<file path="src/bpf_consts.vh">
// Purpose: constants for the bridge pin function configuration block
// Assumes: one 8-bit configuration byte per pin group
// Notes:   field positions, codes and default byte values
`ifndef BPF_CONSTS_VH
`define BPF_CONSTS_VH
// Common bit positions
`define BPF_PULL_UP_BIT     7
`define BPF_PULL_DN_BIT     6
`define BPF_WAKE_BIT        5
// Field positions
`define BPF_RR_FN_MSB       2
`define BPF_FN2_MSB         1
`define BPF_IND_FN_MSB      4
`define BPF_IND_FN_LSB      2
// Request/ready function codes
`define BPF_RR_GPIO_IN      3'h0
`define BPF_RR_GPIO_OD      3'h1
`define BPF_RR_GPIO_PP      3'h2
`define BPF_RR_DED_OD       3'h3
`define BPF_RR_DED_PP       3'h4
// Two-bit function codes
`define BPF_F2_GPIO_IN      2'h0
`define BPF_F2_OD           2'h1
`define BPF_F2_PP           2'h2
`define BPF_F2_DED          2'h3
// Indicator function codes
`define BPF_IND_BOTH        3'h0
`define BPF_IND_SUSP        3'h1
`define BPF_IND_LOWP        3'h2
`define BPF_IND_BRST        3'h3
`define BPF_IND_BOTH_ALT    3'h4
`define BPF_IND_SUSP_N      3'h5
`define BPF_IND_LOWP_N      3'h6
`define BPF_IND_BRST_N      3'h7
// Default bytes
`define BPF_RST_RR          8'h03
`define BPF_RST_CD          8'h00
`define BPF_RST_RI          8'h00
`define BPF_RST_SD          8'h02
`define BPF_RST_IND_A       8'h0A
`define BPF_RST_IND_B       8'h1A
`endif

</file>
<file path="src/bpf_pin_cfg.v">
// Purpose: pin function and pad configuration for the serial bridge
// Assumes: host writes one configuration set through cfg_wr strobe
// Notes:   only the first write is kept until reset
`include "bpf_consts.vh"
`timescale 1ns/10ps
`default_nettype none
// Notes on behaviour
// - Bit7 pull-up, bit6 pull-down, pull-up wins
// - Request/ready function codes 000 to 100
// - Carrier detect field: input, OD, PP
// - Ring indicator field incl dedicated input
// - Ring wake needs bit5 and USB attribute
// - Receive wake needs bit5 and USB attribute
// - Transmit driver: 01 open-drain, 10 push-pull
// - Serial pulls act on receive pin
// - Codes 001/101 show suspend
// - Codes 010/110 show suspend or unconfigured
// - Codes 011/111 show bus reset
// - Codes 000/100: A suspend or bus reset, B inverse of A
// - Indicator driver: 01 open-drain, 10 push-pull
// - Only the first configuration write accepted
module bpf_pin_cfg (
  input  wire       sys_clk,        // Core clock, 10 MHz
  input  wire       srst,           // Synchronous reset, active high
  input  wire       cfg_wr,         // Configuration write strobe
  input  wire [7:0] rr_cfg_in,      // Request/ready byte to write
  input  wire [7:0] cd_cfg_in,      // Carrier detect byte
  input  wire [7:0] ri_cfg_in,      // Ring indicator byte
  input  wire [7:0] sd_cfg_in,      // Serial data byte
  input  wire [7:0] ind_a_cfg_in,   // Indicator A byte
  input  wire [7:0] ind_b_cfg_in,   // Indicator B byte
  input  wire       usb_suspend,    // Bus suspended
  input  wire       usb_configured, // Device configured
  input  wire       usb_bus_reset,  // Bus reset present
  input  wire       usb_rwk_attr,   // Remote wakeup allowed by host
  input  wire       rr_gpio_out,    // GPIO level for request pin
  input  wire       rr_ded_out,     // Dedicated request level
  input  wire       cd_gpio_out,    // GPIO level for carrier pin
  input  wire       ri_gpio_out,    // GPIO level for ring pin
  input  wire       ri_pin_in,      // Ring pin from pad
  input  wire       rx_pin_in,      // Receive pin from pad
  input  wire       tx_data,        // Transmit data from UART
  output reg  [7:0] request_ready_pin_cfg,  // Stored bytes, readable
  output reg  [7:0] carrier_detect_pin_cfg,
  output reg  [7:0] ring_indicator_pin_cfg,
  output reg  [7:0] serial_data_pin_cfg,
  output reg  [7:0] bus_state_indicator_cfg_a,
  output reg  [7:0] bus_state_indicator_cfg_b,
  output reg        cfg_locked,     // A write was accepted
  output reg        rr_out,         // Request pad output
  output reg        rr_oe,          // Request pad enable
  output reg  [1:0] rr_pull,        // {up, down}
  output reg        rr_ded_sel,     // Dedicated request in use
  output reg        cd_out,         // Carrier pad output
  output reg        cd_oe,
  output reg  [1:0] cd_pull,
  output reg        ri_out,         // Ring pad output
  output reg        ri_oe,
  output reg  [1:0] ri_pull,
  output reg        ri_ded_sel,     // Ring goes to modem status
  output reg        tx_out,         // Transmit pad output
  output reg        tx_oe,
  output reg  [1:0] rx_pull,        // Pulls on receive pin
  output reg        bus_state_out_a,    // Indicator A pad
  output reg        bus_state_out_a_oe,
  output reg        bus_state_out_b,    // Indicator B pad
  output reg        bus_state_out_b_oe,
  output reg        remote_wake_req // Wake request to USB core
);
  // Pin inputs from outside: three-stage synchronisers
  reg  [2:0] ri_sync;               // Ring pin sync chain
  reg  [2:0] rx_sync;               // Receive pin sync chain
  reg        ri_stable;             // Filtered ring level
  reg        rx_stable;             // Filtered receive level
  wire [2:0] rr_fn  = request_ready_pin_cfg[`BPF_RR_FN_MSB:0];
  wire [1:0] cd_fn  = carrier_detect_pin_cfg[`BPF_FN2_MSB:0];
  wire [1:0] ri_fn  = ring_indicator_pin_cfg[`BPF_FN2_MSB:0];
  wire [1:0] sd_fn  = serial_data_pin_cfg[`BPF_FN2_MSB:0];
  wire [2:0] indicator_function_sel =
    bus_state_indicator_cfg_a[`BPF_IND_FN_MSB:`BPF_IND_FN_LSB];
  wire       wake_from_pin_enable_ri = ring_indicator_pin_cfg[`BPF_WAKE_BIT];
  wire       wake_from_pin_enable_rx = serial_data_pin_cfg[`BPF_WAKE_BIT];

  // Accept one configuration write, ignore later ones
  always @(posedge sys_clk) begin
    if (srst) begin
      request_ready_pin_cfg     <= `BPF_RST_RR;
      carrier_detect_pin_cfg    <= `BPF_RST_CD;
      ring_indicator_pin_cfg    <= `BPF_RST_RI;
      serial_data_pin_cfg       <= `BPF_RST_SD;
      bus_state_indicator_cfg_a <= `BPF_RST_IND_A;
      bus_state_indicator_cfg_b <= `BPF_RST_IND_B;
      cfg_locked                <= 1'b0;
    end else if (cfg_wr && !cfg_locked) begin
      request_ready_pin_cfg     <= rr_cfg_in;
      carrier_detect_pin_cfg    <= cd_cfg_in;
      ring_indicator_pin_cfg    <= ri_cfg_in;
      serial_data_pin_cfg       <= sd_cfg_in;
      bus_state_indicator_cfg_a <= ind_a_cfg_in;
      bus_state_indicator_cfg_b <= ind_b_cfg_in;
      cfg_locked                <= 1'b1;
    end
  end

  // Synchronisers; a change counts once stages two and three agree
  always @(posedge sys_clk) begin
    if (srst) begin
      // Both pins idle high; a low reset value would fake a wake
      ri_sync   <= 3'h7;
      rx_sync   <= 3'h7;
      ri_stable <= 1'b1;
      rx_stable <= 1'b1;
    end else begin
      ri_sync <= {ri_sync[1:0], ri_pin_in};
      rx_sync <= {rx_sync[1:0], rx_pin_in};
      if (ri_sync[1] == ri_sync[2]) begin
        ri_stable <= ri_sync[2];
      end
      if (rx_sync[1] == rx_sync[2]) begin
        rx_stable <= rx_sync[2];
      end
    end
  end

  // Driver mode decode per pin
  reg rr_od_c, rr_pp_c, rr_lvl_c;
  reg cd_od_c, cd_pp_c;
  reg ri_od_c, ri_pp_c;
  reg sd_od_c, sd_pp_c;
  reg ia_od_c, ia_pp_c, ib_od_c, ib_pp_c;
  reg ind_a_c, ind_b_c;
  always @* begin
    rr_od_c  = 1'b0;
    rr_pp_c  = 1'b0;
    rr_lvl_c = rr_gpio_out;
    case (rr_fn)
      `BPF_RR_GPIO_OD: rr_od_c = 1'b1;
      `BPF_RR_GPIO_PP: rr_pp_c = 1'b1;
      `BPF_RR_DED_OD: begin
        rr_od_c  = 1'b1;
        rr_lvl_c = rr_ded_out;
      end
      `BPF_RR_DED_PP: begin
        rr_pp_c  = 1'b1;
        rr_lvl_c = rr_ded_out;
      end
      default: rr_lvl_c = rr_gpio_out;
    endcase
    // Carrier: 11 reserved falls to input
    cd_od_c = (cd_fn == `BPF_F2_OD);
    cd_pp_c = (cd_fn == `BPF_F2_PP);
    // Ring: 11 is the dedicated input
    ri_od_c = (ri_fn == `BPF_F2_OD);
    ri_pp_c = (ri_fn == `BPF_F2_PP);
    // Transmit: 00 and 11 reserved, pad stays input
    sd_od_c = (sd_fn == `BPF_F2_OD);
    sd_pp_c = (sd_fn == `BPF_F2_PP);
    ia_od_c = (bus_state_indicator_cfg_a[`BPF_FN2_MSB:0] == `BPF_F2_OD);
    ia_pp_c = (bus_state_indicator_cfg_a[`BPF_FN2_MSB:0] == `BPF_F2_PP);
    ib_od_c = (bus_state_indicator_cfg_b[`BPF_FN2_MSB:0] == `BPF_F2_OD);
    ib_pp_c = (bus_state_indicator_cfg_b[`BPF_FN2_MSB:0] == `BPF_F2_PP);
    // Indicator level; function field shared by both outputs
    case (indicator_function_sel)
      `BPF_IND_SUSP: ind_a_c = usb_suspend;
      `BPF_IND_SUSP_N: ind_a_c = ~usb_suspend;
      `BPF_IND_LOWP: ind_a_c = usb_suspend | ~usb_configured;
      `BPF_IND_LOWP_N: ind_a_c = ~(usb_suspend | ~usb_configured);
      `BPF_IND_BRST: ind_a_c = usb_bus_reset;
      `BPF_IND_BRST_N: ind_a_c = ~usb_bus_reset;
      default: ind_a_c = usb_suspend | usb_bus_reset;
    endcase
    if (indicator_function_sel == `BPF_IND_BOTH ||
        indicator_function_sel == `BPF_IND_BOTH_ALT) begin
      ind_b_c = ~(usb_suspend | usb_bus_reset);
    end else begin
      ind_b_c = ind_a_c;
    end
  end

  // Shared pad decode for every pin
  wire [7:0] pu_req = {request_ready_pin_cfg[`BPF_PULL_UP_BIT], carrier_detect_pin_cfg[`BPF_PULL_UP_BIT],
                       ring_indicator_pin_cfg[`BPF_PULL_UP_BIT], serial_data_pin_cfg[`BPF_PULL_UP_BIT],
                       bus_state_indicator_cfg_a[`BPF_PULL_UP_BIT], bus_state_indicator_cfg_b[`BPF_PULL_UP_BIT],
                       2'h0};
  wire [7:0] pd_req = {request_ready_pin_cfg[`BPF_PULL_DN_BIT], carrier_detect_pin_cfg[`BPF_PULL_DN_BIT],
                       ring_indicator_pin_cfg[`BPF_PULL_DN_BIT], serial_data_pin_cfg[`BPF_PULL_DN_BIT],
                       bus_state_indicator_cfg_a[`BPF_PULL_DN_BIT], bus_state_indicator_cfg_b[`BPF_PULL_DN_BIT],
                       2'h0};
  wire [7:0] od_v   = {rr_od_c, cd_od_c, ri_od_c, sd_od_c, ia_od_c, ib_od_c, 2'h0};
  wire [7:0] pp_v   = {rr_pp_c, cd_pp_c, ri_pp_c, sd_pp_c, ia_pp_c, ib_pp_c, 2'h0};
  wire [7:0] lvl_v  = {rr_lvl_c, cd_gpio_out, ri_gpio_out, tx_data, ind_a_c, ind_b_c, 2'h0};
  wire [7:0] pu_v, pd_v, out_v, oe_v;
  genvar gi;
  generate
    for (gi = 2; gi < 8; gi = gi + 1) begin : g_pad
      bpf_pad_ctl u_pad (
        .pull_up_req (pu_req[gi]),
        .pull_dn_req (pd_req[gi]),
        .drv_od      (od_v[gi]),
        .drv_pp      (pp_v[gi]),
        .out_level   (lvl_v[gi]),
        .pull_up_en  (pu_v[gi]),
        .pull_dn_en  (pd_v[gi]),
        .pad_out     (out_v[gi]),
        .pad_oe      (oe_v[gi])
      );
    end
  endgenerate
  assign pu_v[1:0]  = 2'h0;
  assign pd_v[1:0]  = 2'h0;
  assign out_v[1:0] = 2'h0;
  assign oe_v[1:0]  = 2'h0;

  // Register all pad controls and the wake request
  always @(posedge sys_clk) begin
    if (srst) begin
      rr_out <= 1'b0;  rr_oe <= 1'b0;  rr_pull <= 2'h0;  rr_ded_sel <= 1'b0;
      cd_out <= 1'b0;  cd_oe <= 1'b0;  cd_pull <= 2'h0;
      ri_out <= 1'b0;  ri_oe <= 1'b0;  ri_pull <= 2'h0;  ri_ded_sel <= 1'b0;
      tx_out <= 1'b1;  tx_oe <= 1'b0;  rx_pull <= 2'h0;
      bus_state_out_a <= 1'b0;  bus_state_out_a_oe <= 1'b0;
      bus_state_out_b <= 1'b0;  bus_state_out_b_oe <= 1'b0;
      remote_wake_req <= 1'b0;
    end else begin
      rr_out  <= out_v[7];
      rr_oe   <= oe_v[7];
      rr_pull <= {pu_v[7], pd_v[7]};
      rr_ded_sel <= (rr_fn == `BPF_RR_DED_OD) | (rr_fn == `BPF_RR_DED_PP);
      cd_out  <= out_v[6];
      cd_oe   <= oe_v[6];
      cd_pull <= {pu_v[6], pd_v[6]};
      ri_out  <= out_v[5];
      ri_oe   <= oe_v[5];
      ri_pull <= {pu_v[5], pd_v[5]};
      ri_ded_sel <= (ri_fn == `BPF_F2_DED);
      tx_out  <= out_v[4];
      tx_oe   <= oe_v[4];
      rx_pull <= {pu_v[4], pd_v[4]};
      bus_state_out_a    <= out_v[3];
      bus_state_out_a_oe <= oe_v[3];
      bus_state_out_b    <= out_v[2];
      bus_state_out_b_oe <= oe_v[2];
      // Wake on active-low ring or receive start bit while suspended
      remote_wake_req <= usb_suspend & usb_rwk_attr &
                         ((wake_from_pin_enable_ri & ~ri_stable) |
                          (wake_from_pin_enable_rx & ~rx_stable));
    end
  end
endmodule
`default_nettype wire

</file>
<file path="src/bpf_pad_ctl.v">
// Purpose: per-pad decode of a pull request and a driver mode
// Assumes: same clock domain as the caller, purely combinational
// Notes:   reserved driver modes leave the pad as input
`timescale 1ns/10ps
`default_nettype none
module bpf_pad_ctl (
  input  wire       pull_up_req,  // Pull-up bit of the byte
  input  wire       pull_dn_req,  // Pull-down bit of the byte
  input  wire       drv_od,       // Open-drain output selected
  input  wire       drv_pp,       // Push-pull output selected
  input  wire       out_level,    // Level the pad should show
  output wire       pull_up_en,   // Pull-up resistor enable
  output wire       pull_dn_en,   // Pull-down resistor enable
  output wire       pad_out,      // Pad output value
  output wire       pad_oe        // Pad output enable, high drives
);
  // Pull-up wins over pull-down
  assign pull_up_en = pull_up_req;
  assign pull_dn_en = pull_dn_req & ~pull_up_req;
  // Open drain only drives the low level
  assign pad_out = drv_pp ? out_level : 1'b0;
  assign pad_oe  = drv_pp | (drv_od & ~out_level);
endmodule
`default_nettype wire

</file>
<file path="config.mk">
export PLATFORM = sky130hd
export DESIGN_NAME = bpf_pin_cfg
export DESIGN_NICKNAME = d
export VERILOG_FILES = /design/src/bpf_pin_cfg.v /design/src/bpf_pad_ctl.v
export VERILOG_INCLUDE_DIRS = /design/src
export SDC_FILE = /design/constraint.sdc
export NUM_CORES = 1
export LEC_CHECK = 0
export BUFFER_PORTS_ARGS = -buffer_cell sky130_fd_sc_hd__clkbuf_2
export CAP_MARGIN = 20
export CORE_ASPECT_RATIO = 1.4
export CORE_MARGIN = 5
export CORE_UTILIZATION = 46
export DETAILED_ROUTE_END_ITERATION = 7
export PLACE_DENSITY = 0.78
export SLEW_MARGIN = 20
export SYNTH_ARGS = -nofsm -noshare
export SYNTH_HDL_FRONTEND = slang
export SYNTH_HIERARCHICAL = 1
export SYNTH_SLANG_ARGS = --single-unit
</file>
<file path="constraint.sdc">
create_clock -name sys_clk -period 2.27 [get_ports sys_clk]
set_clock_uncertainty 0.05 [all_clocks]
set_input_delay 0.3405 -clock sys_clk [delete_from_list [all_inputs] [get_ports sys_clk]]
set_output_delay 0.3405 -clock sys_clk [all_outputs]
set_load 0.1 [all_outputs]
</file>
### Yosys cells after proc, flatten, opt, wreduce, memory -nomap -nowiden

Index checks and enable logic that the tools add are counted.

* register bits after elaboration: 80
* input bits: 62
* output and inout bits: 72
* logic and storage cells: 118

* equal/unequal tests: 24
* multiplexer cells: 6
* bitwise operators: 46
* reduce and logical (&&, ||, !) cells: 12

Operator list (number)
* $not 1->1: 22
* $reduce_or 2->1: 8
* $eq 3x3->1 const B: 5
* $and 1x1->1: 14
* $eq 2x2->1 const B: 6
* $eq 3x2->1 const B: 4
* $eq 2x1->1 const B: 5
* $or 1x1->1: 10
* $eq 3x1->1 const B: 2
* $pmux 1 s6: 1
* $mux 1: 5
* $logic_not 3->1: 1
* $eq 1x1->1: 2
* $logic_and 1x1->1: 1
* $logic_not 1->1: 1
* $logic_or 1x1->1: 1

### Logic depth before layout (Yosys ltp)

Gate-level depths: netlist of run 1.

* depth in word-level cells: 8
* depth in mapped cells: 7
* depth with buffers taken out: 6

### Cells and area by module

The synthesis of run 1 kept the hierarchy.

By module, submodules not included
* bpf_pin_cfg: instances 1, cells each 323, area an instance 2798.9 um2, sequential area each 1601.5 um2
* bpf_pad_ctl: instances 6, cells each 5, area an instance 32.5 um2, sequential area each 0.0 um2

### Worst setup path before layout of run 1

Ideal clock, no wire load.

* path type: register to register
* start point: register bus_state_indicator_cfg_a[3]
* end point: register bus_state_out_a_oe
* library setup time: 128 ps
* arrival time: 2314 ps
* required time: 2092 ps
* setup slack: -222 ps
* stages on the path, launching flop included: 7
* buffers on the path: 0
* clock period less this slack: 2492 ps
* path through: dfxtp_1 -> mux2_4 -> a22o_1 -> a2111oi_2 -> inv_1 -> a21o_1 -> nor2b_1

* word-level cells in the longest chain between the ends: 5
* elaborated cells on any way between the ends: 10
* classes of those cells: eq/ne (6); mux (1); bitwise (3)

RTL lines
* start, declared: line bpf_pin_cfg.v:47 `output reg [7:0] bus_state_indicator_cfg_a,`
* start signal, assigned: line bpf_pin_cfg.v:91 `` bus_state_indicator_cfg_a <= `BPF_RST_IND_A; ``
* start signal, assigned: line bpf_pin_cfg.v:99 `bus_state_indicator_cfg_a <= ind_a_cfg_in;`
* $eq 3x3->1 (tied with other cells): line bpf_pin_cfg.v:163 `case (indicator_function_sel)`
* $pmux 1 s6 (*): line bpf_pin_cfg.v:163
* net ind_a_c: line bpf_pin_cfg.v:131 `reg ind_a_c, ind_b_c;`
* $not 1->1 (*): line bpf_pad_ctl.v:22 `assign pad_oe = drv_pp | (drv_od & ~out_level);`
* $and 1x1->1 (*): line bpf_pad_ctl.v:22
* $or 1x1->1 (*): line bpf_pad_ctl.v:22
* net oe_v[3]: line bpf_pin_cfg.v:192 `wire [7:0] pu_v, pd_v, out_v, oe_v;`
* end signal, assigned: line bpf_pin_cfg.v:240 `bus_state_out_a_oe <= oe_v[3];`
* end, declared: line bpf_pin_cfg.v:65 `output reg bus_state_out_a_oe,`

The timed path passes the listed nets; every way through them passes the cells marked *.
A chain may end at the register's enable or synchronous reset.

### Final worst setup path of run 1

Ends and elaborated chain as after synthesis.

==> impl_summary.log, run 1 <==
[metrics] worst setup slack after placement: approximately 0.31 ns
[metrics] worst-margin pin slew: between 0.6 and 0.7 ns
[metrics] signed area change from the synthesized netlist to the final layout: 30.8%
[metrics] Skew-Pair Late Insertion Delay: 0.34 ns
[metrics] number of cells traversed by the worst hold path: 2
[metrics] Crit-path slowest cell: a2111oi_2
[metrics] maximum number of pins on one net before global-route repair: 39
[metrics] gp weighted congestion: 0.747
[metrics] summed instance area of the synthesized netlist: 2970 µm²
[metrics] vertical die dimension: between 100 and 150 µm
[metrics] worst reg2reg setup slack: 0.34 ns
[metrics] average instance area after synthesis: 8.50 µm²
[metrics] endpoint arrival time on the critical path: 2.09 ns
[metrics] net count after synthesis: around 410
[metrics] count of hold-fix buffers inserted at cts: 0
[metrics] number of global-route vias before repair: 2612
[metrics] area of the die: 8180 µm²
[metrics] final hold violation count: 0
[metrics] P_sw: 1.26 mW
[metrics] run status: finished clean
[metrics] buffer count from post-CTS setup fixing: 0
[metrics] Final setup viols: 0
[metrics] clock input transition at the sequential cells of the worst setup and hold paths: 0.08 ns
[metrics] root buffer selected by CTS: clkbuf_8
[metrics] max_cap viols: 0
[metrics] number of iterations in the first detailed-routing pass: 4
[metrics] cell-by-cell trace of the critical path: mux2_4 > a22o_1 > a2111oi_2 > inv_1 > a21o_1 > nor2b_1
[metrics] cell family with most CP delay: compound AO/OA/AOI/OAI gates
[metrics] number of nets in the layout: 536
[metrics] setup slack after layout: roughly 0.34 ns
[metrics] Longest Clk Path Bufs: 2
[metrics] TritonCTS clock tree: built
[metrics] All-Layer GR Usage: 17.8%
[metrics] global-route wire length before repair: 11900 µm
[metrics] Antenna Nets Post-Route: 0
[metrics] remaining max-slew budget at the tightest pin: 58.2%
[metrics] Critical Path Max Stage Delay: 0.42 ns
[metrics] setup total negative slack: 0 ns
[metrics] combinational fraction of design power: between 20% and 30%
[metrics] cell depth of the worst setup path: 6
[metrics] Int Power: approximately 2.2 mW
[metrics] post-placement cell count: 535
[metrics] wire length per cell: 13.1 µm
[metrics] total CTS buffers: 9
[metrics] total power per unit cell area: about 900 nW/µm²
[metrics] Detail Placement HPWL: 5380 µm
[metrics] standby leakage power: 1.89 nW
[metrics] Buffers & Inverters on Critical Path: 1
[metrics] final number of max-transition violations: 0
[metrics] Max Clk Rate: slightly above 0.5 GHz
[metrics] period utilization: around 85%
[metrics] CP endpoint kind: flip-flop
[metrics] yosys warns: 6
[metrics] total power consumption of the routed design: 3.50 mW
[metrics] worst-case vdd ir drop: approximately 0.52 mV
[metrics] CP Class: reg2reg
[metrics] PortBufs: 133
[metrics] hold crit path type: in2reg
[metrics] initial antenna violation count: 0
[metrics] violation count after the first detailed-route iteration: 86
[metrics] standard cell core area: roughly 6300 µm²
[metrics] number of cells traversed by the worst register-to-register path: 6
[metrics] total overflow reported by the global router: 0
[metrics] setup repair after global routing missed its margin: false
[metrics] clock network fraction of design power: 30.5%
[metrics] vias: 2666
[metrics] total I/O pin count: roughly 130
[metrics] share of cells above drive strength 1: about 36%
[metrics] placement row count: 34
[metrics] switching share of power: a little over a third
[metrics] n_diodes: 0
[metrics] final std cells w/o fill: 551
[metrics] total clock sinks: 80
[metrics] CP Max Fanout: 6
[metrics] post-cts gate resize count: 0
[metrics] number of levels in the clock H-tree: 3
[metrics] count of unresolved DRC violations after routing: 0
[metrics] horizontal die dimension: approximately 78 µm
[metrics] required time at the endpoint of the critical path: approximately 2.4 ns
[metrics] cell count after synthesis: approximately 350
[metrics] Initial Utilization: 47.4%
[metrics] Detailed Route WL: 7240 µm
[metrics] final critical path time including I/O delays and setup: between 1.5 and 2 ns
[metrics] Worst setup SP type: flip-flop
[metrics] ratio of routed vias to standard cells: 4.84
[metrics] sequential share of power: between 40% and 50%
==> flip-flops by register name, summed over array words and instances (netlist names), 2 cells and up <==
name and cells:
bus_state_indicator_cfg_a 8, bus_state_indicator_cfg_b 8, carrier_detect_pin_cfg 8, cd_pull 2, request_ready_pin_cfg 8, ri_pull 2
ri_sync 3, ring_indicator_pin_cfg 8, rr_pull 2, rx_pull 2, rx_sync 3, serial_data_pin_cfg 8
==> path summary, 6_finish.rpt <==
kind | start | end
max | bus_state_indicator_cfg_a[3]$_SDFFE_PP1P_ | bus_state_out_a_oe$_SDFF_PP0_
min | ri_pin_in | ri_sync[0]$_SDFF_PP1_
max reg2reg | bus_state_indicator_cfg_a[3]$_SDFFE_PP1P_ | bus_state_out_a_oe$_SDFF_PP0_
min reg2reg | rx_sync[0]$_SDFF_PP1_ | rx_sync[1]$_SDFF_PP1_
==> metal layers <==
layer / part of all wire [%] / vias to the layer above / GRT usage (%)
met5: 0 / - / 0
met4: 2.0 / 0 / 8.48
met3: 7.9 / 13 / 6.02
met2: 50 / 83 / 29.9
met1: 40 / 1208 / 20.0
li1: - / 1362 / -
==> through the flow <==
stage | util [%] | hold slack [ns] | cell area (µm²)
2_1_floorplan | - | 0.339 | 2970
3_3_place_gp | 58.7 | 0.344 | 3670
3_5_place_dp | 58.7 | 0.347 | 3670
4_1_cts | 62.0 | 0.114 | 3880
5_1_grt | 62.0 | 0.115 | 3880
6_report | 62.0 | 0.140 | 3880
==> final cells by class <==
type / instances / area, µm²
fillers: 568 / 2370
clock inverters: 4 / 51.3
well taps: 72 / 90.1
multi-input cells: 236 / 1230
inverters: 9 / 33.8
flip-flops and latches: 80 / 1600
repair buffers: 138 / 716
clock buffers: 12 / 155
==> cell usage in the layout (no fill, tap or decap), types with 2 or more instances in the layout <==
cell type	n
nor2b_1	34
and2_2	6
nor2_1	7
a21oi_1	43
nand2b_1	4
nand2_1	99
o21bai_1	2
clkbuf_2	133
a21o_1	6
nor3b_1	2
nand3b_1	10
nor3_1	2
inv_1	9
clkbuf_8	11
or2_2	7
buf_4	4
dfxtp_1	79
==> worst register-to-register path, delay by kind of cell (launching register included) <==
family                 cells  cell delay, ns
flip-flops                 1            0.39
AND/OR/NAND/NOR            1            0.12
buffers and inverters      1            0.08
multiplexers               1            0.33
AO/OA/AOI/OAI              3            0.86
==> power groups by stage <==
stage	clock network, mW	logic [mW]	registers [mW]
final	1.07	0.901	1.54
after global routing	1.16	0.947	1.55
after CTS	1.09	0.909	1.54
after detailed placement	0	0.908	1.57
after global placement	0	0.898	1.56
after floorplan	0	0.201	2.10
Note: power is estimated with default switching activity, not from simulation.
==> inputs of run 2 (changes only) <==
- clock period: 2.27 -> 1.9 ns (I/O delays scaled with it)
==> impl_summary.log, run 2 (synthesis results as in run 1) <==
[metrics] run status: finished clean
[metrics] maximum number of pins on one net before global-route repair: 43
[metrics] ratio of routed vias to standard cells: around 4.7
[metrics] signed area change from the synthesized netlist to the final layout: 33.6%
[metrics] fraction of the core area covered by cells at the end of the flow: 63.4%
[metrics] number of iterations in the first detailed-routing pass: 4
[metrics] TritonCTS clock tree: built
[metrics] PortBufs: roughly 130
[metrics] P_sw: ~1.5 mW
[metrics] hold crit path type: in2reg
[metrics] vias: 2612
[metrics] standard cell core area: 6250 µm²
[metrics] Int Power: 2.92 mW
[metrics] required time at the endpoint of the critical path: 2.08 ns
[metrics] period utilization: between 90% and 100%
[metrics] leading cell type in the layout, fill and taps excluded: clkbuf_2
[metrics] worst setup slack after placement: -0.0391 ns
[metrics] Antenna Nets Post-Route: 0
[metrics] buffer count from post-CTS setup fixing: 0
[metrics] CP Class: reg2reg
[metrics] placed instance area: ~3700 µm²
[metrics] area of the die: roughly 8000 µm²
[metrics] CP Max Fanout: 3
[metrics] worst-margin pin slew: 0.663 ns
[metrics] Detail Placement HPWL: around 5200 µm
[metrics] setup slack after layout: 0.0990 ns
[metrics] total power consumption of the routed design: between 4 and 5 mW
[metrics] max_cap viols: 0
[metrics] final hold violation count: 0
[metrics] worst-case vdd ir drop: 0.557 mV
[metrics] total power per unit cell area: around 1100 nW/µm²
[metrics] share of cells above drive strength 1: 37.0%
[metrics] final cell area excluding filler cells: 3960 µm²
[metrics] clock network fraction of design power: 33.5%
[metrics] combinational fraction of design power: between 20% and 30%
[metrics] violation count after the first detailed-route iteration: 141
[metrics] initial antenna violation count: 0
[metrics] global-route wire length before repair: 11600 µm
[metrics] horizontal die dimension: between 70 and 80 µm
[metrics] Initial Utilization: 47.4%
[metrics] Detailed Route WL: 7180 µm
[metrics] Max Clk Rate: 0.555 GHz
[metrics] count of hold-fix buffers inserted at cts: 0
[metrics] wire length per cell: 13.0 µm
[metrics] total clock sinks: 80
[metrics] final number of max-transition violations: 0
[metrics] vertical die dimension: 105 µm
[metrics] Skew-Pair Late Insertion Delay: 0.34 ns
[metrics] gp weighted congestion: between 0.7 and 0.8
[metrics] remaining max-slew budget at the tightest pin: 55.8%
[metrics] setup total negative slack: 0 ns
[metrics] Fillers: 574
[metrics] total CTS buffers: 9
[metrics] Final setup viols: 0
[metrics] cell-by-cell trace of the critical path: mux2_4 > a22o_1 > a2111oi_4 > inv_1 > a21o_1 > nor2b_1
[metrics] placement row count: 34
[metrics] root buffer selected by CTS: clkbuf_8
[metrics] All-Layer GR Usage: 17.6%
[metrics] number of global-route vias before repair: 2480
[metrics] number of nets in the layout: 538
[metrics] switching share of power: 33.6%
[metrics] final critical path time including I/O delays and setup: 1.80 ns
[metrics] total overflow reported by the global router: 0
[metrics] setup repair after global routing missed its margin: false
[metrics] count of unresolved DRC violations after routing: 0
[metrics] leading cell types in the layout, fill and taps excluded: 133 x clkbuf_2, 99 x nand2_1, 73 x dfxtp_1
[metrics] sequential share of power: 41.7%
[metrics] Critical Path Max Stage Delay: between 0.3 and 0.4 ns
[metrics] endpoint arrival time on the critical path: 1.99 ns
[metrics] Crit-path slowest cell: dfxtp_4
[metrics] CP endpoint kind: flip-flop
[metrics] n_diodes: 0
[metrics] clock input transition at the sequential cells of the worst setup and hold paths: 0.08 ns
[metrics] standby leakage power: 1.93 nW
[metrics] Longest Clk Path Bufs: 2
[metrics] Worst setup SP type: flip-flop
[metrics] number of levels in the clock H-tree: 3
[metrics] total I/O pin count: roughly 130
[run 2: cell types whose count changed in the layout (fill, tap and decap cells not counted), moves of 2 or more]
cell	change
clkbuf_1	+2
dfxtp_1	-6
bufinv_16	+2
dfxtp_2	+5
[run 2: per-stage QoR]
stage,instances,hold slack (ns)
after global routing,553,0.0540
after detailed placement,537,0.349
after global placement,537,0.346
final,553,0.0804
after CTS,553,0.0642
after floorplan,349,0.339
[run 2: power by group through the flow]
stage / clock [mW] / sequential [mW] / combinational [mW]
finish: 1.47 / 1.83 / 1.09
global route: 1.59 / 1.85 / 1.15
CTS: 1.51 / 1.83 / 1.10
detailed placement: 0 / 1.87 / 1.09
global placement: 0 / 1.87 / 1.08
floorplan: 0 / 2.51 / 0.240
[run 2: layer usage]
layer / vias up / routed length (µm) / global-route usage [%]
li1: 1360 / - / -
met1: 1145 / 2910 / 20.4
met2: 90 / 3550 / 28.9
met3: 17 / 509 / 4.73
met4: 0 / 204 / 9.83
met5: - / 0 / 0
[run 2: cell type report]
class,count,area (µm²),area share [%]
well taps,72,90.1,2.27
flip-flops and latches,80,1610,40.7
inverters,9,33.8,0.853
repair buffers,140,743,18.8
clock inverters,3,90.1,2.27
clock buffers,13,149,3.76
multi-input cells,236,1240,31.4
[run 2: timing repair]
item / CTS / global route
pin swaps: 0 / 1
resized for setup: 1 / 0
gates cloned: 0 / 0
setup endpoints to repair: 1 / 1
[run 2: critical path: cells and delay by family (launching register included)]
| family | cells | cell delay (ns) |
|---|---|---|
| multiplexers | 1 | 0.31 |
| flip-flops | 1 | 0.35 |
| AND/OR/NAND/NOR | 1 | 0.12 |
| buffers and inverters | 1 | 0.07 |
| AO/OA/AOI/OAI | 3 | 0.80 |
[run 2: final timing paths]
path	to	cells after the start	start	slack (ns)
worst max register to register	bus_state_out_a_oe$_SDFF_PP0_	6	bus_state_indicator_cfg_a[3]$_SDFFE_PP1P_	0.1
worst max-delay path	bus_state_out_a_oe$_SDFF_PP0_	6	bus_state_indicator_cfg_a[3]$_SDFFE_PP1P_	0.1
worst min-delay path	ri_sync[0]$_SDFF_PP1_	2	ri_pin_in	0.08
worst min register to register	rx_sync[1]$_SDFF_PP1_	1	rx_sync[0]$_SDFF_PP1_	0.36
==> inputs of run 3 (changes only) <==
- PLACE_DENSITY: 0.78 -> not set
- PLACE_DENSITY_LB_ADDON: not set -> 0.2
==> impl_summary.log, run 3 (synthesis results as in run 1) <==
[metrics] total power per unit cell area: 1100 nW/µm²
[metrics] period utilization: 93.2%
[metrics] All-Layer GR Usage: between 15 and 20%
[metrics] number of global-route vias before repair: 2599
[metrics] Critical Path Max Stage Delay: between 0.3 and 0.4 ns
[metrics] initial antenna violation count: 0
[metrics] worst-case vdd ir drop: 0.608 mV
[metrics] leading cell type in the layout, fill and taps excluded: clkbuf_2
[metrics] P_sw: 1.50 mW
[metrics] final critical path time including I/O delays and setup: 1.77 ns
[metrics] Detailed Route WL: 6920 µm
[metrics] vias: 2620
[metrics] count of unresolved DRC violations after routing: 0
[metrics] standby leakage power: 1.94 nW
[metrics] worst-margin pin slew: approximately 0.6 ns
[metrics] remaining max-slew budget at the tightest pin: 59.5%
[metrics] worst setup slack after placement: -0.00454 ns
[metrics] root buffer selected by CTS: clkbuf_8
[metrics] Initial Utilization: about 47%
[metrics] CP endpoint kind: flip-flop
[metrics] combinational fraction of design power: 25.1%
[metrics] setup repair after global routing missed its margin: false
[metrics] wire length per cell: 12.4 µm
[metrics] CP Class: reg2reg
[metrics] leading cell types in the layout, fill and taps excluded: 133 x clkbuf_2, 99 x nand2_1, 73 x dfxtp_1
[metrics] setup slack after layout: 0.129 ns
[metrics] endpoint arrival time on the critical path: 1.96 ns
[metrics] total clock sinks: 80
[metrics] gp weighted congestion: 0.744
[metrics] Worst setup SP type: flip-flop
[metrics] Detail Placement HPWL: 5150 µm
[metrics] PortBufs: 133
[metrics] total CTS buffers: 9
[metrics] cell family with most CP delay: compound AO/OA/AOI/OAI gates
[metrics] placement row count: 34
[metrics] TritonCTS clock tree: built
[metrics] Int Power: between 2 and 3 mW
[metrics] clock network fraction of design power: 33.1%
[metrics] vertical die dimension: 105 µm
[metrics] max_cap viols: 0
[metrics] maximum number of pins on one net before global-route repair: 33
[metrics] area of the die: 8180 µm²
[metrics] ratio of routed vias to standard cells: 4.71
[metrics] sequential share of power: 41.8%
[metrics] Final setup viols: 0
[metrics] number of iterations in the first detailed-routing pass: 4
[metrics] horizontal die dimension: 77.9 µm
[metrics] Fillers: a little under 600
[metrics] final hold violation count: 0
[metrics] number of levels in the clock H-tree: 3
[metrics] number of nets in the layout: approximately 540
[metrics] final number of max-transition violations: 0
[metrics] share of cells above drive strength 1: 37.8%
[metrics] violation count after the first detailed-route iteration: about 110
[metrics] clock input transition at the sequential cells of the worst setup and hold paths: 0.08 ns
[metrics] total power consumption of the routed design: 4.38 mW
[metrics] Antenna Nets Post-Route: 0
[metrics] total I/O pin count: ~130
[metrics] n_diodes: 0
[metrics] standard cell core area: about 6300 µm²
[metrics] Skew-Pair Late Insertion Delay: 0.34 ns
[metrics] Longest Clk Path Bufs: 2
[metrics] global-route wire length before repair: 11500 µm
[metrics] total overflow reported by the global router: 0
[metrics] signed area change from the synthesized netlist to the final layout: 34.6%
[metrics] cell-by-cell trace of the critical path: mux2_4 > a22o_1 > a2111oi_4 > inv_1 > a21o_1 > nor2b_1
[metrics] CP Max Fanout: 2
[metrics] Crit-path slowest cell: dfxtp_4
[metrics] run status: finished clean
[metrics] count of hold-fix buffers inserted at cts: 0
[metrics] hold crit path type: in2reg
[metrics] Max Clk Rate: 0.565 GHz
[metrics] Buffers & Inverters on Critical Path: 1
[metrics] setup total negative slack: 0 ns
[metrics] required time at the endpoint of the critical path: about 2.1 ns
[metrics] switching share of power: 34.2%
run 3: changes by cell type in the layout (fill, tap and decap cells not counted), sizes merged:
| cell | previous run | this run |
|---|---|---|
| buf | 7 | 10 |
| clkbuf | 146 | 143 |
| clkinv | 0 | 2 |
| clkinvlp | 0 | 1 |
run 3: power by group through the flow:
| stage | sequential (mW) | clock [mW] | combinational (mW) |
|---|---|---|---|
| after floorplan | 2.51 | 0 | 0.240 |
| after global placement | 1.87 | 0 | 1.09 |
| after detailed placement | 1.87 | 0 | 1.10 |
| after CTS | 1.83 | 1.49 | 1.11 |
| after global routing | 1.85 | 1.56 | 1.16 |
| final | 1.83 | 1.45 | 1.10 |
run 3: worst paths after layout:
| kind | start | endpoint | slack (ns) | cells past startpoint |
|---|---|---|---|---|
| setup / recovery | bus_state_indicator_cfg_a[3]$_SDFFE_PP1P_ | bus_state_out_a_oe$_SDFF_PP0_ | 0.13 | 6 |
| hold / removal | ri_pin_in | ri_sync[0]$_SDFF_PP1_ | 0.07 | 2 |
| setup reg to reg | bus_state_indicator_cfg_a[3]$_SDFFE_PP1P_ | bus_state_out_a_oe$_SDFF_PP0_ | 0.13 | 6 |
| hold reg to reg | rx_sync[0]$_SDFF_PP1_ | rx_sync[1]$_SDFF_PP1_ | 0.36 | 1 |
run 3: repair_timing:
item,CTS,global route
setup buffers,0,0
setup endpoints to repair,0,1
gates resized for setup,0,1
run 3: area by class of cell:
cell class	count	area [µm²]	share of cell area [%]
well taps	72	90.1	2.26
multi-input cells	236	1240	31.1
clock inverters	6	108	2.69
inverters	9	33.8	0.846
repair buffers	143	778	19.5
flip-flops and latches	80	1610	40.4
clock buffers	10	128	3.20
run 3: metal layers:
metal  part of all wire, %  track usage (%)
met5                     0                0
met1                    41             20.0
met2                    49             29.1
met3                   7.9             4.73
met4                   2.0             7.86
run 3: through the flow:
| stage | util, % | hold slack, ns | cell area [µm²] | instances |
|---|---|---|---|---|
| after CTS | 63.7 | 0.0574 | 3980 | 556 |
| after global routing | 63.9 | 0.0514 | 3990 | 556 |
| final | 63.9 | 0.0694 | 3990 | 556 |
| after detailed placement | 59.9 | 0.351 | 3750 | 540 |
| after floorplan | - | 0.339 | 2980 | 349 |
| after global placement | 59.9 | 0.345 | 3750 | 540 |
